[config.mk]
export PLATFORM = sky130hd
export DESIGN_NAME = fpk_panel
export DESIGN_NICKNAME = d
export VERILOG_FILES = /design/src/fpk_key_hold.v /design/src/fpk_blink.v /design/src/fpk_panel.v
export VERILOG_INCLUDE_DIRS = /design/src
export SDC_FILE = /design/constraint.sdc
export NUM_CORES = 1
export LEC_CHECK = 0
export BUFFER_PORTS_ARGS = -buffer_cell sky130_fd_sc_hd__clkbuf_2
export CORE_ASPECT_RATIO = 1.2
export CORE_MARGIN = 3
export CORE_UTILIZATION = 43
export CTS_BUF_LIST = sky130_fd_sc_hd__clkbuf_4 sky130_fd_sc_hd__clkbuf_8
export DETAILED_ROUTE_END_ITERATION = 12
export SLEW_MARGIN = 20
export SYNTH_ARGS = -nofsm -noshare
export SYNTH_HDL_FRONTEND = slang
export SYNTH_HIERARCHICAL = 1
export SYNTH_SLANG_ARGS = --single-unit
[constraint.sdc]
create_clock -name ref_clk -period 3 [get_ports ref_clk]
set_clock_uncertainty 0.2 [all_clocks]
set_input_delay 0 -clock ref_clk [delete_from_list [all_inputs] [get_ports ref_clk]]
set_output_delay 0 -clock ref_clk [all_outputs]
set_load 0.02 [all_outputs]
[src/fpk_consts.vh]
// constants for the front panel key and indicator block
`ifndef FPK_CONSTS_VH
`define FPK_CONSTS_VH

// ==========================================================
// timing
`define FPK_CLK_HZ       10000000
`define FPK_HOLD_MS      3000
`define FPK_SLOW_MS      500
`define FPK_FAST_MS      100
`define FPK_MS_CYC(ms)   ((ms) * (`FPK_CLK_HZ / 1000))

// ==========================================================
// register offsets
`define FPK_REG_CTRL     8'h00
`define FPK_REG_STATUS   8'h04
`define FPK_REG_VALUE    8'h08
`define FPK_REG_ENTRY    8'h0C
`define FPK_REG_IRQSTAT  8'h10
`define FPK_REG_IRQMASK  8'h14

// ==========================================================
// reset values and fields
`define FPK_CTRL_RST     1'b0
`define FPK_MASK_RST     6'h00
`define FPK_NEV          6
`define FPK_EV_MAXMIN    0
`define FPK_EV_FACTORY   1
`define FPK_EV_LOCK      2
`define FPK_EV_COMMIT    3
`define FPK_EV_REMOTE    4
`define FPK_EV_EXIT      5
`define FPK_MENU_DEPTH   2'h2
`define FPK_MAX_DIGITS   4'h8
`define FPK_RESP_OKAY    2'h0
`define FPK_RESP_SLVERR  2'h2

`endif

[src/fpk_key_hold.v]
// press and hold timing for one synchronised key
`timescale 1ns/10ps
`include "fpk_consts.vh"
module fpk_key_hold #(
  parameter [31:0] HOLD_CYC = `FPK_MS_CYC(`FPK_HOLD_MS)
) (
  input  wire ref_clk,
  input  wire rst_n,
  input  wire keyLevel,
  output reg  shortPulse_ff,
  output reg  longPulse_ff
);
  reg [31:0] cnt_ff;
  reg        prev_ff;

  // ==========================================================
  // hold counter, saturates at the threshold
  always @(posedge ref_clk or negedge rst_n) begin
    if (!rst_n) begin
      cnt_ff        <= 32'h0;
      prev_ff       <= 1'b0;
      shortPulse_ff <= 1'b0;
      longPulse_ff  <= 1'b0;
    end else begin
      prev_ff <= keyLevel;
      if (keyLevel) begin
        if (prev_ff && cnt_ff != HOLD_CYC)
          cnt_ff <= cnt_ff + 32'h1;
        else if (!prev_ff)
          cnt_ff <= 32'h1;
      end
      longPulse_ff  <= keyLevel && prev_ff && (cnt_ff == HOLD_CYC - 32'h1);
      shortPulse_ff <= !keyLevel && prev_ff && (cnt_ff < HOLD_CYC);
    end
  end
endmodule

[src/fpk_blink.v]
// free running blink square wave
`timescale 1ns/10ps
module fpk_blink #(
  parameter [31:0] HALF_CYC = 32'd5000000
) (
  input  wire ref_clk,
  input  wire rst_n,
  output reg  blink_ff
);
  reg [31:0] cnt_ff;

  // ==========================================================
  // half period counter
  always @(posedge ref_clk or negedge rst_n) begin
    if (!rst_n) begin
      cnt_ff   <= 32'h0;
      blink_ff <= 1'b0;
    end else if (cnt_ff >= HALF_CYC - 32'h1) begin
      cnt_ff   <= 32'h0;
      blink_ff <= ~blink_ff;
    end else begin
      cnt_ff <= cnt_ff + 32'h1;
    end
  end
endmodule

[src/fpk_panel.v]
// front panel key decoding, menu walk and indicator drive
//
// Function
// - clear key wipes all max/min readings
// - remote/local key toggles remote mode
// - escape cancels entry, goes up, exits
// - escape held 3 s restores defaults
// - enter commits entry or descends menu
// - enter held 3 s toggles keypad lock
// - arrows move highlight and step values
// - pad enters digits, point, sign toggle
// - remote LED steady in remote mode
// - network LED steady when link good
// - network LED slow blink acquiring address
// - network LED fast blink on error
// - alarm LED steady if enabled and visual
// - alarm LED blinks when visual input alarming
// - output LED on only when output on
// - display unit and input letter symbols
// - escape once clears entry, twice leaves
`timescale 1ns/10ps
`include "fpk_consts.vh"
module fpk_panel #(
  parameter [31:0] HOLD_CYC = `FPK_MS_CYC(`FPK_HOLD_MS),
  parameter [31:0] SLOW_CYC = `FPK_MS_CYC(`FPK_SLOW_MS),
  parameter [31:0] FAST_CYC = `FPK_MS_CYC(`FPK_FAST_MS)
) (
  input  wire        ref_clk,
  input  wire        rst_n,
  input  wire [7:0]  awaddr,
  input  wire        awvalid,
  output wire        awready,
  input  wire [31:0] wdata,
  input  wire [3:0]  wstrb,
  input  wire        wvalid,
  output wire        wready,
  output reg  [1:0]  bresp,
  output reg         bvalid,
  input  wire        bready,
  input  wire [7:0]  araddr,
  input  wire        arvalid,
  output wire        arready,
  output reg  [31:0] rdata,
  output reg  [1:0]  rresp,
  output reg         rvalid,
  input  wire        rready,
  input  wire        keyClear,
  input  wire        keyRemote,
  input  wire        keyEsc,
  input  wire        keyEnter,
  input  wire        keyUp,
  input  wire        keyDown,
  input  wire        keySign,
  input  wire        keyPoint,
  input  wire [9:0]  keyDigit,
  input  wire        netLinkUp,
  input  wire        netAcquiring,
  input  wire        netError,
  input  wire [3:0]  alarmEnable,
  input  wire [3:0]  alarmVisual,
  input  wire [3:0]  alarmActive,
  input  wire [3:0]  outOn,
  input  wire [3:0]  outMonitor,
  input  wire [1:0]  rdgInput,
  input  wire [2:0]  rdgUnits,
  output reg         ledRemote_ff,
  output reg         ledNet_ff,
  output reg         ledAlarm_ff,
  output reg  [3:0]  ledOut_ff,
  output reg  [3:0]  symInput_ff,
  output reg  [5:0]  symUnit_ff,
  output reg         clrMaxMin_ff,
  output reg         factoryReset_ff,
  output reg         remoteMode_ff,
  output reg         keyLocked_ff,
  output reg         irq_ff
);
  localparam [3:0] ST_IDLE = 4'b0001;
  localparam [3:0] ST_NAV  = 4'b0010;
  localparam [3:0] ST_NUM  = 4'b0100;
  localparam [3:0] ST_SEL  = 4'b1000;

  function [3:0] digitCode;
    input [9:0] oneHot;
    integer i;
    begin
      digitCode = 4'h0;
      for (i = 0; i < 10; i = i + 1)
        if (oneHot[i])
          digitCode = i[3:0];
    end
  endfunction

  // ==========================================================
  // key synchronisers and press edges
  reg  [17:0] keySync1_ff;
  reg  [17:0] keySync2_ff;
  reg  [17:0] keyPrev_ff;
  wire [17:0] keyPins = {keyClear, keyRemote, keyEsc, keyEnter, keyUp,
                         keyDown, keySign, keyPoint, keyDigit};
  wire [17:0] pressEdge = keySync2_ff & ~keyPrev_ff;

  always @(posedge ref_clk or negedge rst_n) begin
    if (!rst_n) begin
      keySync1_ff <= 18'h0;
      keySync2_ff <= 18'h0;
      keyPrev_ff  <= 18'h0;
    end else begin
      keySync1_ff <= keyPins;
      keySync2_ff <= keySync1_ff;
      keyPrev_ff  <= keySync2_ff;
    end
  end

  wire escShort;
  wire escLong;
  wire entShort;
  wire entLong;
  wire slowBlink;
  wire fastBlink;

  fpk_key_hold #(.HOLD_CYC(HOLD_CYC)) escHold (
    .ref_clk      (ref_clk),
    .rst_n        (rst_n),
    .keyLevel     (keySync2_ff[15]),
    .shortPulse_ff(escShort),
    .longPulse_ff (escLong)
  );

  fpk_key_hold #(.HOLD_CYC(HOLD_CYC)) entHold (
    .ref_clk      (ref_clk),
    .rst_n        (rst_n),
    .keyLevel     (keySync2_ff[14]),
    .shortPulse_ff(entShort),
    .longPulse_ff (entLong)
  );

  fpk_blink #(.HALF_CYC(SLOW_CYC)) slowGen (
    .ref_clk (ref_clk),
    .rst_n   (rst_n),
    .blink_ff(slowBlink)
  );

  fpk_blink #(.HALF_CYC(FAST_CYC)) fastGen (
    .ref_clk (ref_clk),
    .rst_n   (rst_n),
    .blink_ff(fastBlink)
  );

  // a locked keypad still sees the enter hold, so it can unlock
  wire       act      = !keyLocked_ff;
  wire       pClear   = act && pressEdge[17];
  wire       pRemote  = act && pressEdge[16];
  wire       pUp      = act && pressEdge[13];
  wire       pDown    = act && pressEdge[12];
  wire       pSign    = act && pressEdge[11];
  wire       pPoint   = act && pressEdge[10];
  wire       pDigit   = act && (pressEdge[9:0] != 10'h0);
  wire       pEsc     = act && escShort;
  wire       pEnt     = act && entShort;
  wire       pFactory = act && escLong;

  // ==========================================================
  // menu walk and entry
  reg  [3:0]  state_ff;
  reg  [1:0]  depth_ff;
  reg  [3:0]  highlight_ff;
  reg  [3:0]  selValue_ff;
  reg  [31:0] entryDigits_ff;
  reg  [3:0]  digitCount_ff;
  reg         pointSeen_ff;
  reg  [3:0]  pointPos_ff;
  reg         entryNeg_ff;
  reg  [31:0] commitVal_ff;
  reg         ctrlNumeric_ff;
  reg         commitEv_ff;
  reg         exitEv_ff;
  wire        entryUsed = (digitCount_ff != 4'h0) || pointSeen_ff || entryNeg_ff;

  always @(posedge ref_clk or negedge rst_n) begin
    if (!rst_n) begin
      state_ff       <= ST_IDLE;
      depth_ff       <= 2'h0;
      highlight_ff   <= 4'h0;
      selValue_ff    <= 4'h0;
      entryDigits_ff <= 32'h0;
      digitCount_ff  <= 4'h0;
      pointSeen_ff   <= 1'b0;
      pointPos_ff    <= 4'h0;
      entryNeg_ff    <= 1'b0;
      commitVal_ff   <= 32'h0;
      commitEv_ff    <= 1'b0;
      exitEv_ff      <= 1'b0;
    end else begin
      commitEv_ff <= 1'b0;
      exitEv_ff   <= 1'b0;
      case (state_ff)
        ST_IDLE: begin
          if (pEnt) begin
            state_ff     <= ST_NAV;
            depth_ff     <= 2'h1;
            highlight_ff <= 4'h0;
          end
        end
        ST_NAV: begin
          if (pUp)
            highlight_ff <= highlight_ff - 4'h1;
          else if (pDown)
            highlight_ff <= highlight_ff + 4'h1;
          if (pEnt) begin
            if (depth_ff != `FPK_MENU_DEPTH) begin
              depth_ff     <= depth_ff + 2'h1;
              highlight_ff <= 4'h0;
            end else if (ctrlNumeric_ff) begin
              state_ff       <= ST_NUM;
              entryDigits_ff <= 32'h0;
              digitCount_ff  <= 4'h0;
              pointSeen_ff   <= 1'b0;
              entryNeg_ff    <= 1'b0;
            end else begin
              state_ff    <= ST_SEL;
              selValue_ff <= highlight_ff;
            end
          // up one level, exit at top
          end else if (pEsc) begin
            depth_ff <= depth_ff - 2'h1;
            if (depth_ff == 2'h1) begin
              state_ff <= ST_IDLE;
              exitEv_ff <= 1'b1;
            end
          end
        end
        ST_NUM: begin
          if (pDigit && digitCount_ff != `FPK_MAX_DIGITS) begin
            entryDigits_ff <= {entryDigits_ff[27:0], digitCode(pressEdge[9:0])};
            digitCount_ff  <= digitCount_ff + 4'h1;
          end
          if (pPoint && !pointSeen_ff) begin
            pointSeen_ff <= 1'b1;
            pointPos_ff  <= digitCount_ff;
          end
          if (pSign)
            entryNeg_ff <= ~entryNeg_ff;
          if (pEnt) begin
            commitVal_ff <= entryDigits_ff;
            commitEv_ff  <= 1'b1;
            state_ff     <= ST_NAV;
          end else if (pEsc) begin
            if (entryUsed) begin
              entryDigits_ff <= 32'h0;
              digitCount_ff  <= 4'h0;
              pointSeen_ff   <= 1'b0;
              entryNeg_ff    <= 1'b0;
            end else begin
              state_ff <= ST_NAV;
            end
          end
        end
        ST_SEL: begin
          if (pUp)
            selValue_ff <= selValue_ff + 4'h1;
          else if (pDown)
            selValue_ff <= selValue_ff - 4'h1;
          if (pEnt) begin
            commitVal_ff <= {28'h0, selValue_ff};
            commitEv_ff  <= 1'b1;
            state_ff     <= ST_NAV;
          end else if (pEsc) begin
            state_ff <= ST_NAV;
          end
        end
        default: begin
          state_ff <= ST_IDLE;
          depth_ff <= 2'h0;
        end
      endcase
    end
  end

  // ==========================================================
  // panel modes and action pulses
  always @(posedge ref_clk or negedge rst_n) begin
    if (!rst_n) begin
      remoteMode_ff   <= 1'b0;
      keyLocked_ff    <= 1'b0;
      clrMaxMin_ff    <= 1'b0;
      factoryReset_ff <= 1'b0;
    end else begin
      if (pRemote)
        remoteMode_ff <= ~remoteMode_ff;
      if (entLong)
        keyLocked_ff <= ~keyLocked_ff;
      clrMaxMin_ff    <= pClear;
      factoryReset_ff <= pFactory;
    end
  end

  // ==========================================================
  // indicators and display symbols
  always @(posedge ref_clk or negedge rst_n) begin
    if (!rst_n) begin
      ledRemote_ff <= 1'b0;
      ledNet_ff    <= 1'b0;
      ledAlarm_ff  <= 1'b0;
      ledOut_ff    <= 4'h0;
      symInput_ff  <= 4'h0;
      symUnit_ff   <= 6'h00;
    end else begin
      ledRemote_ff <= remoteMode_ff;
      if (netError)
        ledNet_ff <= fastBlink;
      else if (netAcquiring)
        ledNet_ff <= slowBlink;
      else
        ledNet_ff <= netLinkUp;
      if ((alarmActive & alarmVisual) != 4'h0)
        ledAlarm_ff <= slowBlink;
      else
        ledAlarm_ff <= ((alarmEnable & alarmVisual) != 4'h0);
      ledOut_ff   <= outOn & ~outMonitor;
      symInput_ff <= 4'h1 << rdgInput;
      symUnit_ff  <= (rdgUnits < 3'h6) ? (6'h01 << rdgUnits) : 6'h00;
    end
  end

  // ==========================================================
  // register slave
  reg  [7:0]        awAddr_ff;
  reg               awHave_ff;
  reg  [31:0]       wData_ff;
  reg  [3:0]        wStrb_ff;
  reg               wHave_ff;
  reg  [`FPK_NEV-1:0] irqStat_ff;
  reg  [`FPK_NEV-1:0] irqMask_ff;
  wire [`FPK_NEV-1:0] events = {exitEv_ff, pRemote, commitEv_ff, entLong, pFactory, pClear};
  wire              doWrite = awHave_ff && wHave_ff && !bvalid;
  wire              doRead  = arvalid && !rvalid;
  wire              statRead = doRead && (araddr == `FPK_REG_IRQSTAT);

  assign awready = !awHave_ff;
  assign wready  = !wHave_ff;
  assign arready = !rvalid;

  always @(posedge ref_clk or negedge rst_n) begin
    if (!rst_n) begin
      awAddr_ff      <= 8'h00;
      awHave_ff      <= 1'b0;
      wData_ff       <= 32'h0;
      wStrb_ff       <= 4'h0;
      wHave_ff       <= 1'b0;
      bvalid         <= 1'b0;
      bresp          <= `FPK_RESP_OKAY;
      ctrlNumeric_ff <= `FPK_CTRL_RST;
      irqMask_ff     <= `FPK_MASK_RST;
    end else begin
      if (awvalid && !awHave_ff) begin
        awAddr_ff <= awaddr;
        awHave_ff <= 1'b1;
      end
      if (wvalid && !wHave_ff) begin
        wData_ff <= wdata;
        wStrb_ff <= wstrb;
        wHave_ff <= 1'b1;
      end
      if (bvalid && bready)
        bvalid <= 1'b0;
      if (doWrite) begin
        awHave_ff <= 1'b0;
        wHave_ff  <= 1'b0;
        bvalid    <= 1'b1;
        bresp     <= `FPK_RESP_OKAY;
        if (awAddr_ff == `FPK_REG_CTRL) begin
          if (wStrb_ff[0])
            ctrlNumeric_ff <= wData_ff[0];
        end else if (awAddr_ff == `FPK_REG_IRQMASK) begin
          if (wStrb_ff[0])
            irqMask_ff <= wData_ff[`FPK_NEV-1:0];
        end else if (awAddr_ff == `FPK_REG_STATUS || awAddr_ff == `FPK_REG_VALUE ||
                     awAddr_ff == `FPK_REG_ENTRY || awAddr_ff == `FPK_REG_IRQSTAT) begin
          bresp <= `FPK_RESP_OKAY;
        end else begin
          bresp <= `FPK_RESP_SLVERR;
        end
      end
    end
  end

  always @(posedge ref_clk or negedge rst_n) begin
    if (!rst_n) begin
      rvalid     <= 1'b0;
      rdata      <= 32'h0;
      rresp      <= `FPK_RESP_OKAY;
      irqStat_ff <= {`FPK_NEV{1'b0}};
      irq_ff     <= 1'b0;
    end else begin
      if (rvalid && rready)
        rvalid <= 1'b0;
      if (doRead) begin
        rvalid <= 1'b1;
        rresp  <= `FPK_RESP_OKAY;
        if (araddr == `FPK_REG_CTRL)
          rdata <= {31'h0, ctrlNumeric_ff};
        else if (araddr == `FPK_REG_STATUS)
          rdata <= {12'h0, selValue_ff, highlight_ff, 2'h0, depth_ff,
                    state_ff, 2'h0, keyLocked_ff, remoteMode_ff};
        else if (araddr == `FPK_REG_VALUE)
          rdata <= commitVal_ff;
        else if (araddr == `FPK_REG_ENTRY)
          rdata <= {19'h0, entryNeg_ff, pointSeen_ff, pointPos_ff, 3'h0,
                    digitCount_ff};
        else if (araddr == `FPK_REG_IRQSTAT)
          rdata <= {26'h0, irqStat_ff};
        else if (araddr == `FPK_REG_IRQMASK)
          rdata <= {26'h0, irqMask_ff};
        else begin
          rdata <= 32'h0;
          rresp <= `FPK_RESP_SLVERR;
        end
      end
      // read clears, a same cycle event still lands
      irqStat_ff <= (statRead ? {`FPK_NEV{1'b0}} : irqStat_ff) | events;
      irq_ff     <= ((irqStat_ff & irqMask_ff) != {`FPK_NEV{1'b0}});
    end
  end
endmodule

# == After elaboration in Yosys (flattened, before gate mapping) ==
# Cells that the tools add are included.
# word_totals
reg_bits,370
inputBits,105
output_inout_bits,63
word_cells,302
# op_classes
addsub,11
order_cmp,5
eq_ne,38
shift,2
n_mux,110
n_bitwise,15
n_reduce_logical,70
# ops
cell,count
two-way mux 32 bit,18
two-way mux 4 bit,36
"adder 32 x 1 -> 32 bit, second input constant",4
case mux 32 bit (2 select lines),2
"== test 32 x 25 -> 1 bit, second input constant",2
"< comparator 32 x 25 -> 1 bit, second input constant",2
"inequality test 32 x 25 -> 1 bit, second input constant",2
"== test 8 x 4 -> 1 bit, second input constant",4
"== test 8 x 5 -> 1 bit, second input constant",4
">= comparator 32 x 20 -> 1 bit, second input constant",1
">= comparator 32 x 23 -> 1 bit, second input constant",1
logical AND 1 bit,30
two-way mux 1 bit,29
two-way mux 2 bit,13
two-way mux 6 bit,4
"inequality test 3 bit, second input constant",8
case mux 4 bit (2 select lines),3
"inequality test 2 bit, second input constant",10
bitwise AND 18 bit,1
NOT 18 bit,1
"== test 8 x 3 -> 1 bit, second input constant",2
zero test 8 bit,2
case mux 4 bit (4 select lines),1
nonzero test 2 bit,8
other kinds (32),63

# == Logic depth before layout (Yosys ltp) ==
# Gate-level depths: netlist of the first run.
# logic_depth
word_depth,16
mapped_depth,9
ltp_nobuf,7

# == Cells and area by module ==
# The synthesis of the first run kept the hierarchy.
# modules_own_cells
module,n_inst,cells_each,area_per_inst_um2,seq_area_each_um2
fpk_panel,1,840,9471.6,5756.8
fpk_key_hold,2,243,2077.0,875.8
fpk_blink (slowGen),1,139,1477.7,825.8
fpk_blink (fastGen),1,129,1382.6,825.8

# == Least setup slack after synthesis of the first run ==
# OpenSTA, ideal clock, no wires.
# synth_timing
path_type,register to register
from,register entHold.cnt_ff[29]
to,register entHold.cnt_ff[27]
setup_time_ps,82
arrival_time_ps,2187
path_slack_ps,531
path_stages_with_launch,6
path_buffers,1
period_less_slack_ps,2469
cell_sequence,dfrtp_1 > or4_4 > or4b_4 > o41a_1 > buf_6 > a31oi_1
# synth_via
elab_chain_len,4
word_cells_on_any_way,5
classes_between,2 x eq/ne; 1 x mux; 2 x reduce/logical
# synth_rtl
element,line,text
start: declaration,fpk_key_hold.v:13,reg [31:0] cnt_ff;
start signal: assignment,fpk_key_hold.v:28,cnt_ff <= cnt_ff + 32'h1;
inequality test 32 x 25 -> 1 bit (*),fpk_key_hold.v:27,if (prev_ff && cnt_ff != HOLD_CYC)
logical AND 1 bit (*),fpk_key_hold.v:27,
inequality test 2 bit (no source line),n/a,
AND reduction 2 bit (no source line),n/a,
# Mark *: on every way between the ends. The rest lies on a longest branch, timed or not.
# A chain may end at the register's enable or synchronous reset.

# == Worst setup path in the final report of the first run ==
# layout_timing
from,input port araddr[3]
to,register rdata[2]
# layout_via
elab_chain_len,7
word_cells_on_any_way,12
classes_between,5 x eq/ne; 6 x mux; 1 x reduce/logical
# layout_rtl
element,line,text
start: declaration,fpk_panel.v:40,"input wire [7:0] araddr,"
== test 8 x 5 -> 1 bit (no source line),n/a,
two-way mux 6 bit,fpk_panel.v:413,else if (araddr == `FPK_REG_IRQMASK)
two-way mux 6 bit,fpk_panel.v:411,else if (araddr == `FPK_REG_IRQSTAT)
two-way mux 13 bit,fpk_panel.v:408,else if (araddr == `FPK_REG_ENTRY)
two-way mux 32 bit,fpk_panel.v:406,else if (araddr == `FPK_REG_VALUE)
two-way mux 32 bit,fpk_panel.v:403,else if (araddr == `FPK_REG_STATUS)
two-way mux 32 bit (*),fpk_panel.v:401,if (araddr == `FPK_REG_CTRL)
end signal: assignment,fpk_panel.v:402,"rdata <= {31'h0, ctrlNumeric_ff};"
end signal: assignment,fpk_panel.v:404,"rdata <= {12'h0, selValue_ff, highlight_ff, 2'h0, depth_ff,"
end signal: assignment,fpk_panel.v:407,rdata <= commitVal_ff;
end: declaration,fpk_panel.v:43,"output reg [31:0] rdata,"
# Marks and branches as above.

==> results of run 1 <==
## what timing repair did
item | in CTS | in global routing
resized for setup | 0 | 10
endpoints found under the setup margin | 0 | 1
hold buffers | 134 | 3
buffers inserted | 0 | 4
endpoints found under the hold margin | 458 | 8
## logic make-up (layout without fill, tap and decap cells)
group	count (synthesis)	count (layout)	synth area share
compound gates	350	350	0.137
xor+xnor	42	42	0.0223
fa+ha+maj	15	15	0.0118
buf+inv	115	460	0.0320
flops	366	366	0.556
mux	71	71	0.0451
other cells	3	23	0.000683
simple gates	632	632	0.195
## routing by layer
metal | wire length [µm] | part of all wire | up-vias
met2 | 18000 | 0.47 | 324
met5 | 0 | 0 | -
li1 | - | - | 6352
met4 | 911 | 0.024 | 0
met1 | 17500 | 0.45 | 6328
met3 | 2140 | 0.056 | 73
## power groups by stage
stage	logic, mW	registers (mW)	clock network (mW)
detailed placement	1.17	5.64	0
floorplan	0.720	5.61	0
global route	1.48	5.60	4.94
CTS	1.30	5.56	4.71
global placement	1.15	5.63	0
finish	1.31	5.56	4.54
## worst max-delay path, cell delays in order
cell and delay (ns):
dlygate4sd3_1 0.55, buf_6 0.14, nand2b_1 0.08, dlygate4sd3_1 0.60, o22ai_1 0.08, dlygate4sd3_1 0.57, nand3_1 0.08, dlygate4sd3_1 0.54
nand2_1 0.05, dlygate4sd3_1 0.55
## through the flow
stage | TNS [ns] | util | worst slack [ns]
finish | 0 | 0.550 | 0.0556
global route | -0.000860 | 0.550 | -0.000860
CTS | 0 | 0.548 | 0.00599
detailed placement | 0 | 0.478 | 0.328
global placement | 0 | 0.478 | 0.362
floorplan | 0 | - | 0.531
## cells in the final DEF, fill, tap and decap left out, types with 6 or more instances in the layout
cell / count
dfrtp_1: 364
nand2_1: 211
dlygate4sd3_1: 136
clkbuf_2: 132
nor2_1: 128
clkbuf_8: 78
nand3_1: 68
o21ai_0: 64
a31oi_1: 62
o21ai_1: 58
a21oi_1: 45
mux2i_1: 44
inv_1: 39
buf_4: 37
nor3_1: 28
and3_1: 26
xnor2_1: 26
conb_1: 23
nand4_1: 22
nor2b_1: 21
nor4_1: 20
mux2_2: 19
a22oi_1: 18
clkbuf_4: 18
xor2_1: 16
a41oi_1: 16
ha_1: 14
or4_1: 12
a21o_1: 12
nand2b_1: 12
o31ai_1: 12
or3_1: 11
nor3b_1: 10
and2_1: 9
mux2_1: 7
buf_12: 7
nand4b_1: 6
a211oi_1: 6
clkinv_2: 6
## how the worst max path moves through the flow
stage,from,to
global route,araddr[3],rdata[2]$_DFFE_PN0P_
floorplan,entHold/cnt_ff[29]$_DFFE_PN0P_,entHold/cnt_ff[27]$_DFFE_PN0P_
CTS,araddr[3],rdata[2]$_DFFE_PN0P_
finish,araddr[3],rdata[2]$_DFFE_PN0P_
detailed placement,entHold/cnt_ff[29]$_DFFE_PN0P_,entHold/cnt_ff[19]$_DFFE_PN0P_
global placement,entHold/cnt_ff[29]$_DFFE_PN0P_,entHold/cnt_ff[19]$_DFFE_PN0P_
## final cells by class
cell class | instances | area (µm²)
flip-flops and latches | 366 | 9160
multi-input cells | 1133 | 6890
clock inverters | 8 | 67.6
clock buffers | 96 | 1210
fillers | 3327 | 16800
inverters | 39 | 146
repair buffers | 317 | 2490
well taps | 474 | 593
## sequential cells by signal (all words and copies together) (netlist names), 8 cells and up
signal,count
awAddr_ff,8
slowGen/cnt_ff,32
keySync1_ff,18
entryDigits_ff,32
fastGen/cnt_ff,32
entHold/cnt_ff,32
keySync2_ff,18
escHold/cnt_ff,32
rdata,32
keyPrev_ff,16
commitVal_ff,32
==> insert_results.sql, run 1 <==
INSERT INTO impl_metrics (metric_group, metric, value, unit) VALUES
('floorplan', 'die_x', '185', 'µm'),
('detailed_routing', 'wire_per_inst', '15.8', 'µm'),
('timing', 'timing.final.setup_violations', '0', ''),
('global_route', 'grt_met2_usage', '0.319', ''),
('cts', 'clock-root-buffer', 'clkbuf_8', ''),
('placement', 'placed_cells_incl_taps', '2189', ''),
('synthesis', 'postSynthCellCount', '1594', ''),
('cells_and_area', 'finish.net_count', '2036', ''),
('pwr', 'p_comb_frac', '0.115', ''),
('cts', 'cts_tree', 'done', ''),
('floorplan', 'fp.dieArea', '40700', 'µm²'),
('pwr', 'proportion_of_power_drawn_by_the_clock_network', '0.398', ''),
('timing', 'fmaxAchievable', '340', 'MHz'),
('timing', 'timing_max_transition_violations_final', '0', ''),
('critical_path', 'path_class', 'in2reg', ''),
('pwr', 'pwr_density_cell', '554', 'nW/µm²'),
('floorplan', 'top_level_ports', '168', ''),
('cts', 'insertion_delay', '0.64', 'ns'),
('synthesis', 'postSynthRegisterBits', '366', ''),
('cts', 'cts_inserted_buffers', '59', ''),
('timing', 'finalHoldViolCount', '0', ''),
('global_route', 'number_of_antenna_violations_at_the_first_check_in_global_routing', '0', ''),
('timing', 'hold_slack', '0.00165', 'ns'),
('detailed_routing', 'avgViaCountPerCell', '5.37', ''),
('synthesis', 'synth_top_area_share', '0.554', ''),
('floorplan', 'core.rowCount', '77', ''),
('min_path', 'timing.hold.worst_endpoint', 'rdata[0]$_DFFE_PN0P_', ''),
('cts', 'clock_tree.htree_level_count', '2', ''),
('pwr', 'internal-power', '8.49', 'mW'),
('outcome', 'outcome', 'complete, no violations', ''),
('global_route', 'use_met3', '0.0444', ''),
('cells_and_area', 'final-instance-count-excl-fill', '2433', ''),
('synthesis', 'share_of_flip_flops_with_an_asynchronous_set_or_reset', '1.00', ''),
('critical_path', 'timing.critical_path.required', '3.31', 'ns'),
('synthesis', 'ys_seq_area_frac', '0.556', ''),
('critical_path', 'worstPathArrival', '3.25', 'ns'),
('pwr', 'power_leakage', '9.29', 'nW'),
('synthesis', 'synth_area_leader_cell', 'dfrtp_1', ''),
('pwr', 'irDropWorstVdd', '429', 'µV'),
('timing', 'tightest_slew', '1.02', 'ns'),
('pwr', 'p_switching', '2.91', 'mW'),
('detailed_routing', 'initialDrtViolationCount', '789', ''),
('synthesis', 'post_synth.cell_area_avg', '10.3', 'µm²'),
('global_route', 'track_usage', '0.193', ''),
('critical_path', 'critPathLaunchType', 'primary input', ''),
('floorplan', 'die_y', '220', 'µm'),
('cts', 'clock_sink_count', '366', ''),
('global_route', 'first_pass_grt_wire_length', '65.1', 'mm'),
('placement', 'io_buffers', '136', ''),
('min_path', 'hold_path.startpoint', 'araddr[4]', ''),
('placement', 'gp_congestion', '0.865', ''),
('synthesis', 'synth-warning-count', '6', ''),
('synthesis', 'post_synth_edffs', '0', ''),
('detailed_routing', 'drtAntennaViolNets', '0', ''),
('critical_path', 'r2r.worst_path.cells', '7', ''),
('cells_and_area', 'post_route_cells_drive_above_1_share', '0.171', ''),
('pwr', 'pwr-share-seq', '0.487', ''),
('timing', 'slew_headroom', '0.317', ''),
('floorplan', 'initial_core_utilization', '0.441', ''),
('detailed_routing', 'routed_wl', '38.5', 'mm'),
('synthesis', 'yosys-top-cells-area', 'dfrtp_1 55%, nand2_1 4.8%, nor2_1 2.9%', ''),
('synthesis', 'netlist-cell-type-count', '92', ''),
('job', 'maxCapViolCount', '0', ''),
('critical_path', 'timing.critical_path.fanout_max', '6', ''),
('global_route', 'grt_max_degree', '88', ''),
('cells_and_area', 'final_area', '20600', 'µm²'),
('timing', 'final_min_period_over_clock_period', '0.981', ''),
('detailed_routing', 'first_pass_iters', '5', ''),
('pwr', 'power.total', '11.4', 'mW'),
('critical_path', 'type_of_destination_of_the_critical_path', 'flop', ''),
('floorplan', 'floorplan.core_area', '37400', 'µm²');
(Power assumes the default switching activity.)
==> run 2: changes to the inputs <==
--- a/config.mk
+++ b/config.mk
@@ -12,6 +12,7 @@
 export CORE_UTILIZATION = 43
 export CTS_BUF_LIST = sky130_fd_sc_hd__clkbuf_4 sky130_fd_sc_hd__clkbuf_8
 export DETAILED_ROUTE_END_ITERATION = 12
+export PLACE_DENSITY = 0.69
 export SLEW_MARGIN = 20
 export SYNTH_ARGS = -nofsm -noshare
 export SYNTH_HDL_FRONTEND = slang
==> run 2 against run 1 <==
Sequential share of layout area is essentially flat. Critical path depth down 1. First-iteration DRC count is 8.5% lower. Sequential power hardly changed. Via count up 0.88%. Wire length up 0.44%. Critical path type unchanged. Largest cell class unchanged. Highest routed layer unchanged.
==> insert_results.sql, run 2 (same netlist as run 1, synthesis figures left out) <==
INSERT INTO impl_metrics (metric_group, metric, value, unit) VALUES
('global_route', 'grt_max_degree', '65', ''),
('detailed_routing', 'avgViaCountPerCell', '5.42', ''),
('critical_path', 'rr_endpoint', 'rdata[4]$_DFFE_PN0P_', ''),
('critical_path', 'path_class', 'in2reg', ''),
('critical_path', 'r2r.worst_path.cells', '7', ''),
('pwr', 'irDropWorstVdd', '322', 'µV'),
('min_path', 'timing.hold.worst_endpoint', 'rdata[2]$_DFFE_PN0P_', ''),
('cells_and_area', 'finish.net_count', '2032', ''),
('timing', 'setup_total_negative_slack', '0', 'ns'),
('cells_and_area', 'final_area', '20600', 'µm²'),
('cells_and_area', 'flow.area_growth_from_synthesis', '24.8', '%'),
('global_route', 'track_usage', '0.191', ''),
('detailed_routing', 'total_number_of_vias', '13200', ''),
('job', 'maxCapViolCount', '0', ''),
('global_route', 'use_met3', '0.0342', ''),
('critical_path', 'timing.critical_path.required', '3.38', 'ns'),
('cts', 'clkTransAtPathRegs', '0.06', 'ns'),
('timing', 'fmaxAchievable', '340', 'MHz'),
('cells_and_area', 'post_route_cells_drive_above_1_share', '0.170', ''),
('detailed_routing', 'initialDrtViolationCount', '722', ''),
('cts', 'insertion_delay', '0.65', 'ns'),
('pwr', 'power_leakage', '9.30', 'nW'),
('timing', 'slew_headroom', '0.329', ''),
('timing', 'timing.final.setup_violations', '0', ''),
('cts', 'post_cts_setup_buffers', '0', ''),
('global_route', 'globalRoute.totalOverflow', '0', ''),
('cells_and_area', 'layout.cells.most_common_list', '365 x dfrtp_1, 210 x nand2_1, 140 x dlygate4sd3_1', ''),
('cts', 'clock_tree.htree_level_count', '2', ''),
('min_path', 'hold_path.startpoint', 'araddr[1]', ''),
('floorplan', 'die_y', '220', 'µm'),
('detailed_routing', 'wire_per_inst', '15.9', 'µm'),
('pwr', 'proportion_of_power_drawn_by_the_clock_network', '0.401', ''),
('pwr', 'pwr_density_cell', '560', 'nW/µm²'),
('pwr', 'internal-power', '8.52', 'mW'),
('cts', 'cts_tree', 'done', ''),
('cells_and_area', 'fillCellCount', '3237', ''),
('detailed_routing', 'drtAntennaViolNets', '0', ''),
('timing', 'timing_max_transition_violations_final', '0', ''),
('outcome', 'outcome', 'complete, no violations', ''),
('global_route', 'met1_demand_to_capacity_share_in_global_routing', '0.247', ''),
('cts', 'cts_inserted_buffers', '59', ''),
('critical_path', 'type_of_destination_of_the_critical_path', 'flop', ''),
('global_route', 'global_route.peak_usage_layer', 'met2', ''),
('detailed_routing', 'first_pass_iters', '6', ''),
('pwr', 'p_sw_frac', '0.260', ''),
('placement', 'place_hpwl', '25.0', 'mm'),
('min_path', 'hold_path_depth', '5', ''),
('global_route', 'first_global_vias', '12900', ''),
('timing', 'tightest_slew', '1.00', 'ns'),
('pwr', 'pwr-share-seq', '0.483', ''),
('floorplan', 'die_x', '185', 'µm'),
('global_route', 'grt_met2_usage', '0.318', ''),
('placement', 'io_buffers', '136', ''),
('detailed_routing', 'routed_wl', '38.7', 'mm'),
('floorplan', 'top_level_ports', '168', ''),
('critical_path', 'ff2ff_setup_slack', '0.15', 'ns'),
('timing', 'shortest_period_the_worst_path_allows', '2.94', 'ns'),
('global_route', 'number_of_antenna_violations_at_the_first_check_in_global_routing', '1', ''),
('floorplan', 'core.rowCount', '77', ''),
('cts', 'clock_sink_count', '366', ''),
('placement', 'gp_congestion', '0.858', ''),
('timing', 'grt_setup_unrepaired', 'no', ''),
('timing', 'finalHoldViolCount', '0', ''),
('floorplan', 'floorplan.core_area', '37400', 'µm²'),
('cts', 'max-clock-path-buffers', '3', ''),
('cells_and_area', 'layout.cells.most_common', 'dfrtp_1', ''),
('cts', 'clock-root-buffer', 'clkbuf_8', ''),
('min_path', 'hold_class', 'in2reg', ''),
('pwr', 'p_comb_frac', '0.116', ''),
('critical_path', 'critPathLaunchType', 'primary input', ''),
('critical_path', 'timing.critical_path.fanout_max', '2', ''),
('floorplan', 'fp.dieArea', '40700', 'µm²'),
('floorplan', 'initial_core_utilization', '0.441', ''),
('placement', 'placed_standard_cell_area', '17800', 'µm²'),
('detailed_routing', 'route.detailed.drc', '0', ''),
('critical_path', 'worstPathArrival', '3.32', 'ns'),
('timing', 'final_min_period_over_clock_period', '0.979', ''),
('pwr', 'p_switching', '2.99', 'mW'),
('global_route', 'first_pass_grt_wire_length', '64.0', 'mm'),
('critical_path', 'r2r-start', 'irqMask_ff[4]$_DFFE_PN0P_', '');
run 2: stage by stage:
step           hold slack [ns]  setup WS, ns  instances  total power, mW   util
6_report                 0.122        0.0625       2436             11.5  0.550
5_1_grt                  0.147        0.0242       2436             12.1  0.550
4_1_cts                 0.0223        0.0123       2435             11.7  0.550
3_5_place_dp            -0.157         0.406       2184             6.81  0.477
3_3_place_gp            -0.157         0.434       2184             6.76  0.477
2_1_floorplan           -0.496         0.531       1614             6.33      -
run 2: what timing repair did:
| item | 4_1_cts | 5_1_grt |
|---|---|---|
| endpoints found under the hold margin | 458 | 1 |
| resized for setup | 0 | 3 |
| endpoints found under the setup margin | 0 | 2 |
| hold buffers | 141 | 1 |
run 2: area by class of cell:
| class | count | area (µm²) | area share |
|---|---|---|---|
| Tap cell | 474 | 593 | 0.0288 |
| Timing Repair Buffer | 313 | 2470 | 0.120 |
| Clock inverter | 14 | 104 | 0.00505 |
| Multi-Input combinational cell | 1133 | 6890 | 0.335 |
| Inverter | 39 | 146 | 0.00712 |
| Clock buffer | 96 | 1210 | 0.0588 |
| Sequential cell | 366 | 9160 | 0.445 |
| Antenna cell | 1 | 2.50 | 0.000122 |
run 2: power by group through the flow:
| stage | clock network [mW] | registers (mW) | logic [mW] |
|---|---|---|---|
| 4_1_cts | 4.79 | 5.56 | 1.32 |
| 6_report | 4.62 | 5.56 | 1.33 |
| 3_3_place_gp | 0 | 5.63 | 1.13 |
| 5_1_grt | 5.01 | 5.60 | 1.49 |
| 2_1_floorplan | 0 | 5.61 | 0.720 |
| 3_5_place_dp | 0 | 5.65 | 1.16 |
run 2: worst max path at each step:
stage / startpoint / to / slack [ns] / depth (start not counted)
6_report: alarmActive[3] / ledAlarm_ff$_DFF_PN0_ / 0.06 / 9
2_1_floorplan: entHold/cnt_ff[29]$_DFFE_PN0P_ / entHold/cnt_ff[27]$_DFFE_PN0P_ / 0.53 / 5
3_3_place_gp: entHold/cnt_ff[29]$_DFFE_PN0P_ / entHold/cnt_ff[0]$_DFFE_PN0P_ / 0.43 / 6
4_1_cts: araddr[3] / rdata[4]$_DFFE_PN0P_ / 0.01 / 10
5_1_grt: araddr[3] / rdata[4]$_DFFE_PN0P_ / 0.02 / 10
3_5_place_dp: escHold/cnt_ff[29]$_DFFE_PN0P_ / escHold/cnt_ff[9]$_DFFE_PN0P_ / 0.41 / 5
run 2: worst max-delay path, cell delays in order:
cell and delay (ns):
dlygate4sd3_1 0.54, clkbuf_2 0.10, dlygate4sd3_1 0.55, a22oi_1 0.18, dlygate4sd3_1 0.61, a21oi_1 0.07
a31oi_1 0.14, dlygate4sd3_1 0.57, dlygate4sd3_1 0.55
run 2: routing by layer:
layer / routed length (µm) / up-vias
li1: - / 6375
met1: 16900 / 6395
met2: 18600 / 335
met3: 1850 / 87
met4: 1370 / 0
met5: 0 / -
==> run 3: changes to the inputs <==
--- a/config.mk
+++ b/config.mk
@@ -6,13 +6,14 @@
 export SDC_FILE = /design/constraint.sdc
 export NUM_CORES = 1
 export LEC_CHECK = 0
-export BUFFER_PORTS_ARGS = -buffer_cell sky130_fd_sc_hd__clkbuf_2
 export CORE_ASPECT_RATIO = 1.2
 export CORE_MARGIN = 3
 export CORE_UTILIZATION = 43
 export CTS_BUF_LIST = sky130_fd_sc_hd__clkbuf_4 sky130_fd_sc_hd__clkbuf_8
 export DETAILED_ROUTE_END_ITERATION = 12
-export PLACE_DENSITY = 0.69
+export DONT_BUFFER_PORTS = 1
+export PLACE_DENSITY = 0.66
+export SKIP_LAST_GASP = 1
 export SLEW_MARGIN = 20
 export SYNTH_ARGS = -nofsm -noshare
 export SYNTH_HDL_FRONTEND = slang
==> run 3 against run 2 <==
The flow now finishes with violations (negative hold slack). Non-clock buffer count down 137. Die area unchanged. Sequential share of layout area up 1.8 points. Clock-buffer cell count down 6. First-iteration DRC count up 29%. Utilization down 2.1 points. Via count down 4.5%. Sequential cell count unchanged. Cell count down 5.9%. Wire length down 5.1%. Final area down 3.8%. Largest cell class unchanged.
==> insert_results.sql, run 3 (same netlist as run 1, synthesis figures left out) <==
INSERT INTO impl_metrics (metric_group, metric, value, unit) VALUES
('outcome', 'outcome', 'complete, but fails checks', ''),
('outcome', 'failing_checks', 'negative hold slack', ''),
('cells_and_area', 'finish.net_count', '1893', ''),
('floorplan', 'initial_core_utilization', '0.441', ''),
('critical_path', 'timing.critical_path.fanout_max', '9', ''),
('timing', 'final_min_period_over_clock_period', '0.976', ''),
('detailed_routing', 'route.detailed.drc', '0', ''),
('timing', 'grt_setup_unrepaired', 'no', ''),
('timing', 'hold_slack', '-1.07', 'ns'),
('floorplan', 'floorplan.core_area', '37400', 'µm²'),
('critical_path', 'worstPathArrival', '3.30', 'ns'),
('pwr', 'irDropWorstVdd', '347', 'µV'),
('cts', 'clkTransAtPathRegs', '0.07', 'ns'),
('critical_path', 'worstPathCellList', 'dlygate4sd3_1, nor2b_4, a21boi_1, o22ai_1, dlygate4sd3_1, nand3_1, dlygate4sd3_1, o21ai_1, dlygate4sd3_1', ''),
('cts', 'max-clock-path-buffers', '3', ''),
('timing', 'finalHoldViolCount', '366', ''),
('critical_path', 'type_of_destination_of_the_critical_path', 'flop', ''),
('cts', 'clock_tree.htree_level_count', '2', ''),
('critical_path', 'crit_buf_inv', '4', ''),
('cts', 'cts_inserted_buffers', '57', ''),
('global_route', 'grt_max_degree', '367', ''),
('timing', 'slew_headroom', '0.0713', ''),
('critical_path', 'path_class', 'in2reg', ''),
('cts', 'ctsHoldBuffers', '144', ''),
('placement', 'gp_congestion', '0.876', ''),
('global_route', 'number_of_antenna_violations_at_the_first_check_in_global_routing', '0', ''),
('critical_path', 'timing.critical_path.slowest_cell_delay', '0.83', 'ns'),
('global_route', 'globalRoute.totalOverflow', '0', ''),
('job', 'maxCapViolCount', '0', ''),
('floorplan', 'core.rowCount', '77', ''),
('global_route', 'track_usage', '0.181', ''),
('floorplan', 'die_x', '185', 'µm'),
('cells_and_area', 'layout.cells.most_common_list', '365 x dfrtp_1, 211 x nand2_1, 143 x dlygate4sd3_1', ''),
('cells_and_area', 'num_antenna_cells', '0', ''),
('detailed_routing', 'drtAntennaViolNets', '0', ''),
('floorplan', 'top_level_ports', '168', ''),
('cells_and_area', 'layout.cells.most_common', 'dfrtp_1', ''),
('global_route', 'first_global_vias', '12600', ''),
('detailed_routing', 'routed_wl', '36.7', 'mm'),
('cells_and_area', 'post_route_cells_drive_above_1_share', '0.103', ''),
('timing', 'setup_total_negative_slack', '0', 'ns'),
('timing', 'fmaxAchievable', '342', 'MHz'),
('detailed_routing', 'wire_per_inst', '16.0', 'µm'),
('placement', 'place_hpwl', '23.4', 'mm'),
('cts', 'clock-root-buffer', 'clkbuf_8', ''),
('timing', 'timing_max_transition_violations_final', '0', ''),
('critical_path', 'crit_path_frequent_cell', 'dlygate4sd3_1', ''),
('cts', 'insertion_delay', '0.63', 'ns'),
('critical_path', 'timing.critical_path.required', '3.37', 'ns'),
('detailed_routing', 'first_pass_iters', '5', ''),
('placement', 'pre_cts_ws', '0.279', 'ns'),
('pwr', 'power_leakage', '8.68', 'nW'),
('critical_path', 'critPathSlowestCell', 'dlygate4sd3_1', ''),
('detailed_routing', 'avgViaCountPerCell', '5.50', ''),
('timing', 'worst_slack', '0.0723', 'ns'),
('global_route', 'first_pass_grt_wire_length', '61.6', 'mm'),
('placement', 'io_buffers', '0', ''),
('critical_path', 'critical-path-top-delay-family', 'buffers and inverters', ''),
('detailed_routing', 'initialDrtViolationCount', '929', ''),
('floorplan', 'die_y', '220', 'µm'),
('cts', 'cts_tree', 'done', ''),
('timing', 'shortest_period_the_worst_path_allows', '2.93', 'ns'),
('detailed_routing', 'total_number_of_vias', '12600', ''),
('min_path', 'hold_class', 'in2async', ''),
('cells_and_area', 'fillCellCount', '3279', ''),
('critical_path', 'critPathLaunchType', 'primary input', ''),
('cts', 'clock_sink_count', '366', ''),
('floorplan', 'fp.dieArea', '40700', 'µm²'),
('cells_and_area', 'flow.area_growth_from_synthesis', '20.0', '%'),
('timing', 'tightest_slew', '1.39', 'ns'),
('timing', 'timing.final.setup_violations', '0', ''),
('pwr', 'pwr_density_cell', '577', 'nW/µm²');
-- run 3: changes by cell type in the layout (fill, tap and decap cells not counted), moves of 2 or more --
cell | before | now
buf_12 | 6 | 2
clkbuf_4 | 18 | 12
clkbuf_2 | 135 | 0
buf_4 | 29 | 31
dlygate4sd3_1 | 140 | 143
-- run 3: through the flow --
stage / area [µm²] / hold slack (ns) / utilization / power, mW / instances
after floorplan: 16600 / -0.496 / - / 6.33 / 1614
final: 19800 / -1.07 / 0.529 / 11.4 / 2292
after global routing: 19800 / -1.16 / 0.529 / 12.0 / 2292
after CTS: 19800 / -1.18 / 0.529 / 11.6 / 2291
after global placement: 17000 / -0.459 / 0.455 / 6.53 / 2043
after detailed placement: 17000 / -0.462 / 0.455 / 6.57 / 2043
-- run 3: cell type report --
type                       instances  area (µm²)  area share
timing repair buffer             176        1700      0.0861
clock inverter                    14         136     0.00689
multi-input combinational       1133        6890       0.348
clock buffer                      90        1160      0.0588
sequential                       366        9160       0.463
inverter                          39         146     0.00740
tap                              474         593      0.0300
-- run 3: metal layers --
| layer | vias to the layer above | global-route usage | wire length (µm) |
|---|---|---|---|
| li1 | 6064 | - | - |
| met1 | 6134 | 0.242 | 16200 |
| met2 | 347 | 0.301 | 17800 |
| met4 | 0 | 0.0598 | 806 |
| met5 | - | 0 | 0 |
| met3 | 54 | 0.0329 | 1890 |
-- run 3: path summary, 6_finish.rpt --
| check | cells past startpoint | end | startpoint | slack, ns |
|---|---|---|---|---|
| worst min register to register | 0 | keySync2_ff[8]$_DFF_PN0_ | keySync1_ff[8]$_DFF_PN0_ | 0.15 |
| worst max-delay path | 9 | rdata[5]$_DFFE_PN0P_ | araddr[3] | 0.07 |
| worst max register to register | 7 | rdata[9]$_DFFE_PN0P_ | pointPos_ff[2]$_DFFE_PN0P_ | 0.20 |
| worst min-delay path | 0 | symInput_ff[0]$_DFF_PN0_ | rst_n | -1.07 |
| min in group ref_clk | 4 | rresp[1]$_DFFE_PN0P_ | araddr[3] | 0.08 |
| max in group asynchronous | 0 | commitVal_ff[15]$_DFFE_PN0P_ | rst_n | 2.60 |
-- run 3: worst reg2reg max path: cells and delay by family, from the launching register on --
family / cells / cell delay [ns]
compound gates: 3 / 0.32
buf+inv: 3 / 1.70
flops: 1 / 0.39
simple gates: 1 / 0.07
-- run 3: report_power, final --
group          internal, mW  leakage (nW)  switching [mW]  total, mW
Combinational         0.678          3.17           0.543       1.22
Sequential             5.27          4.83           0.360       5.63
Clock                  2.64         0.687            1.94       4.58
Total                  8.59          8.68            2.84       11.4
-- run 3: what timing repair did --
item | 4_1_cts | 5_1_grt
resized for setup | 0 | 2
buffers inserted | 0 | 1
hold endpoints to repair | 458 | 366
endpoints found under the setup margin | 0 | 2
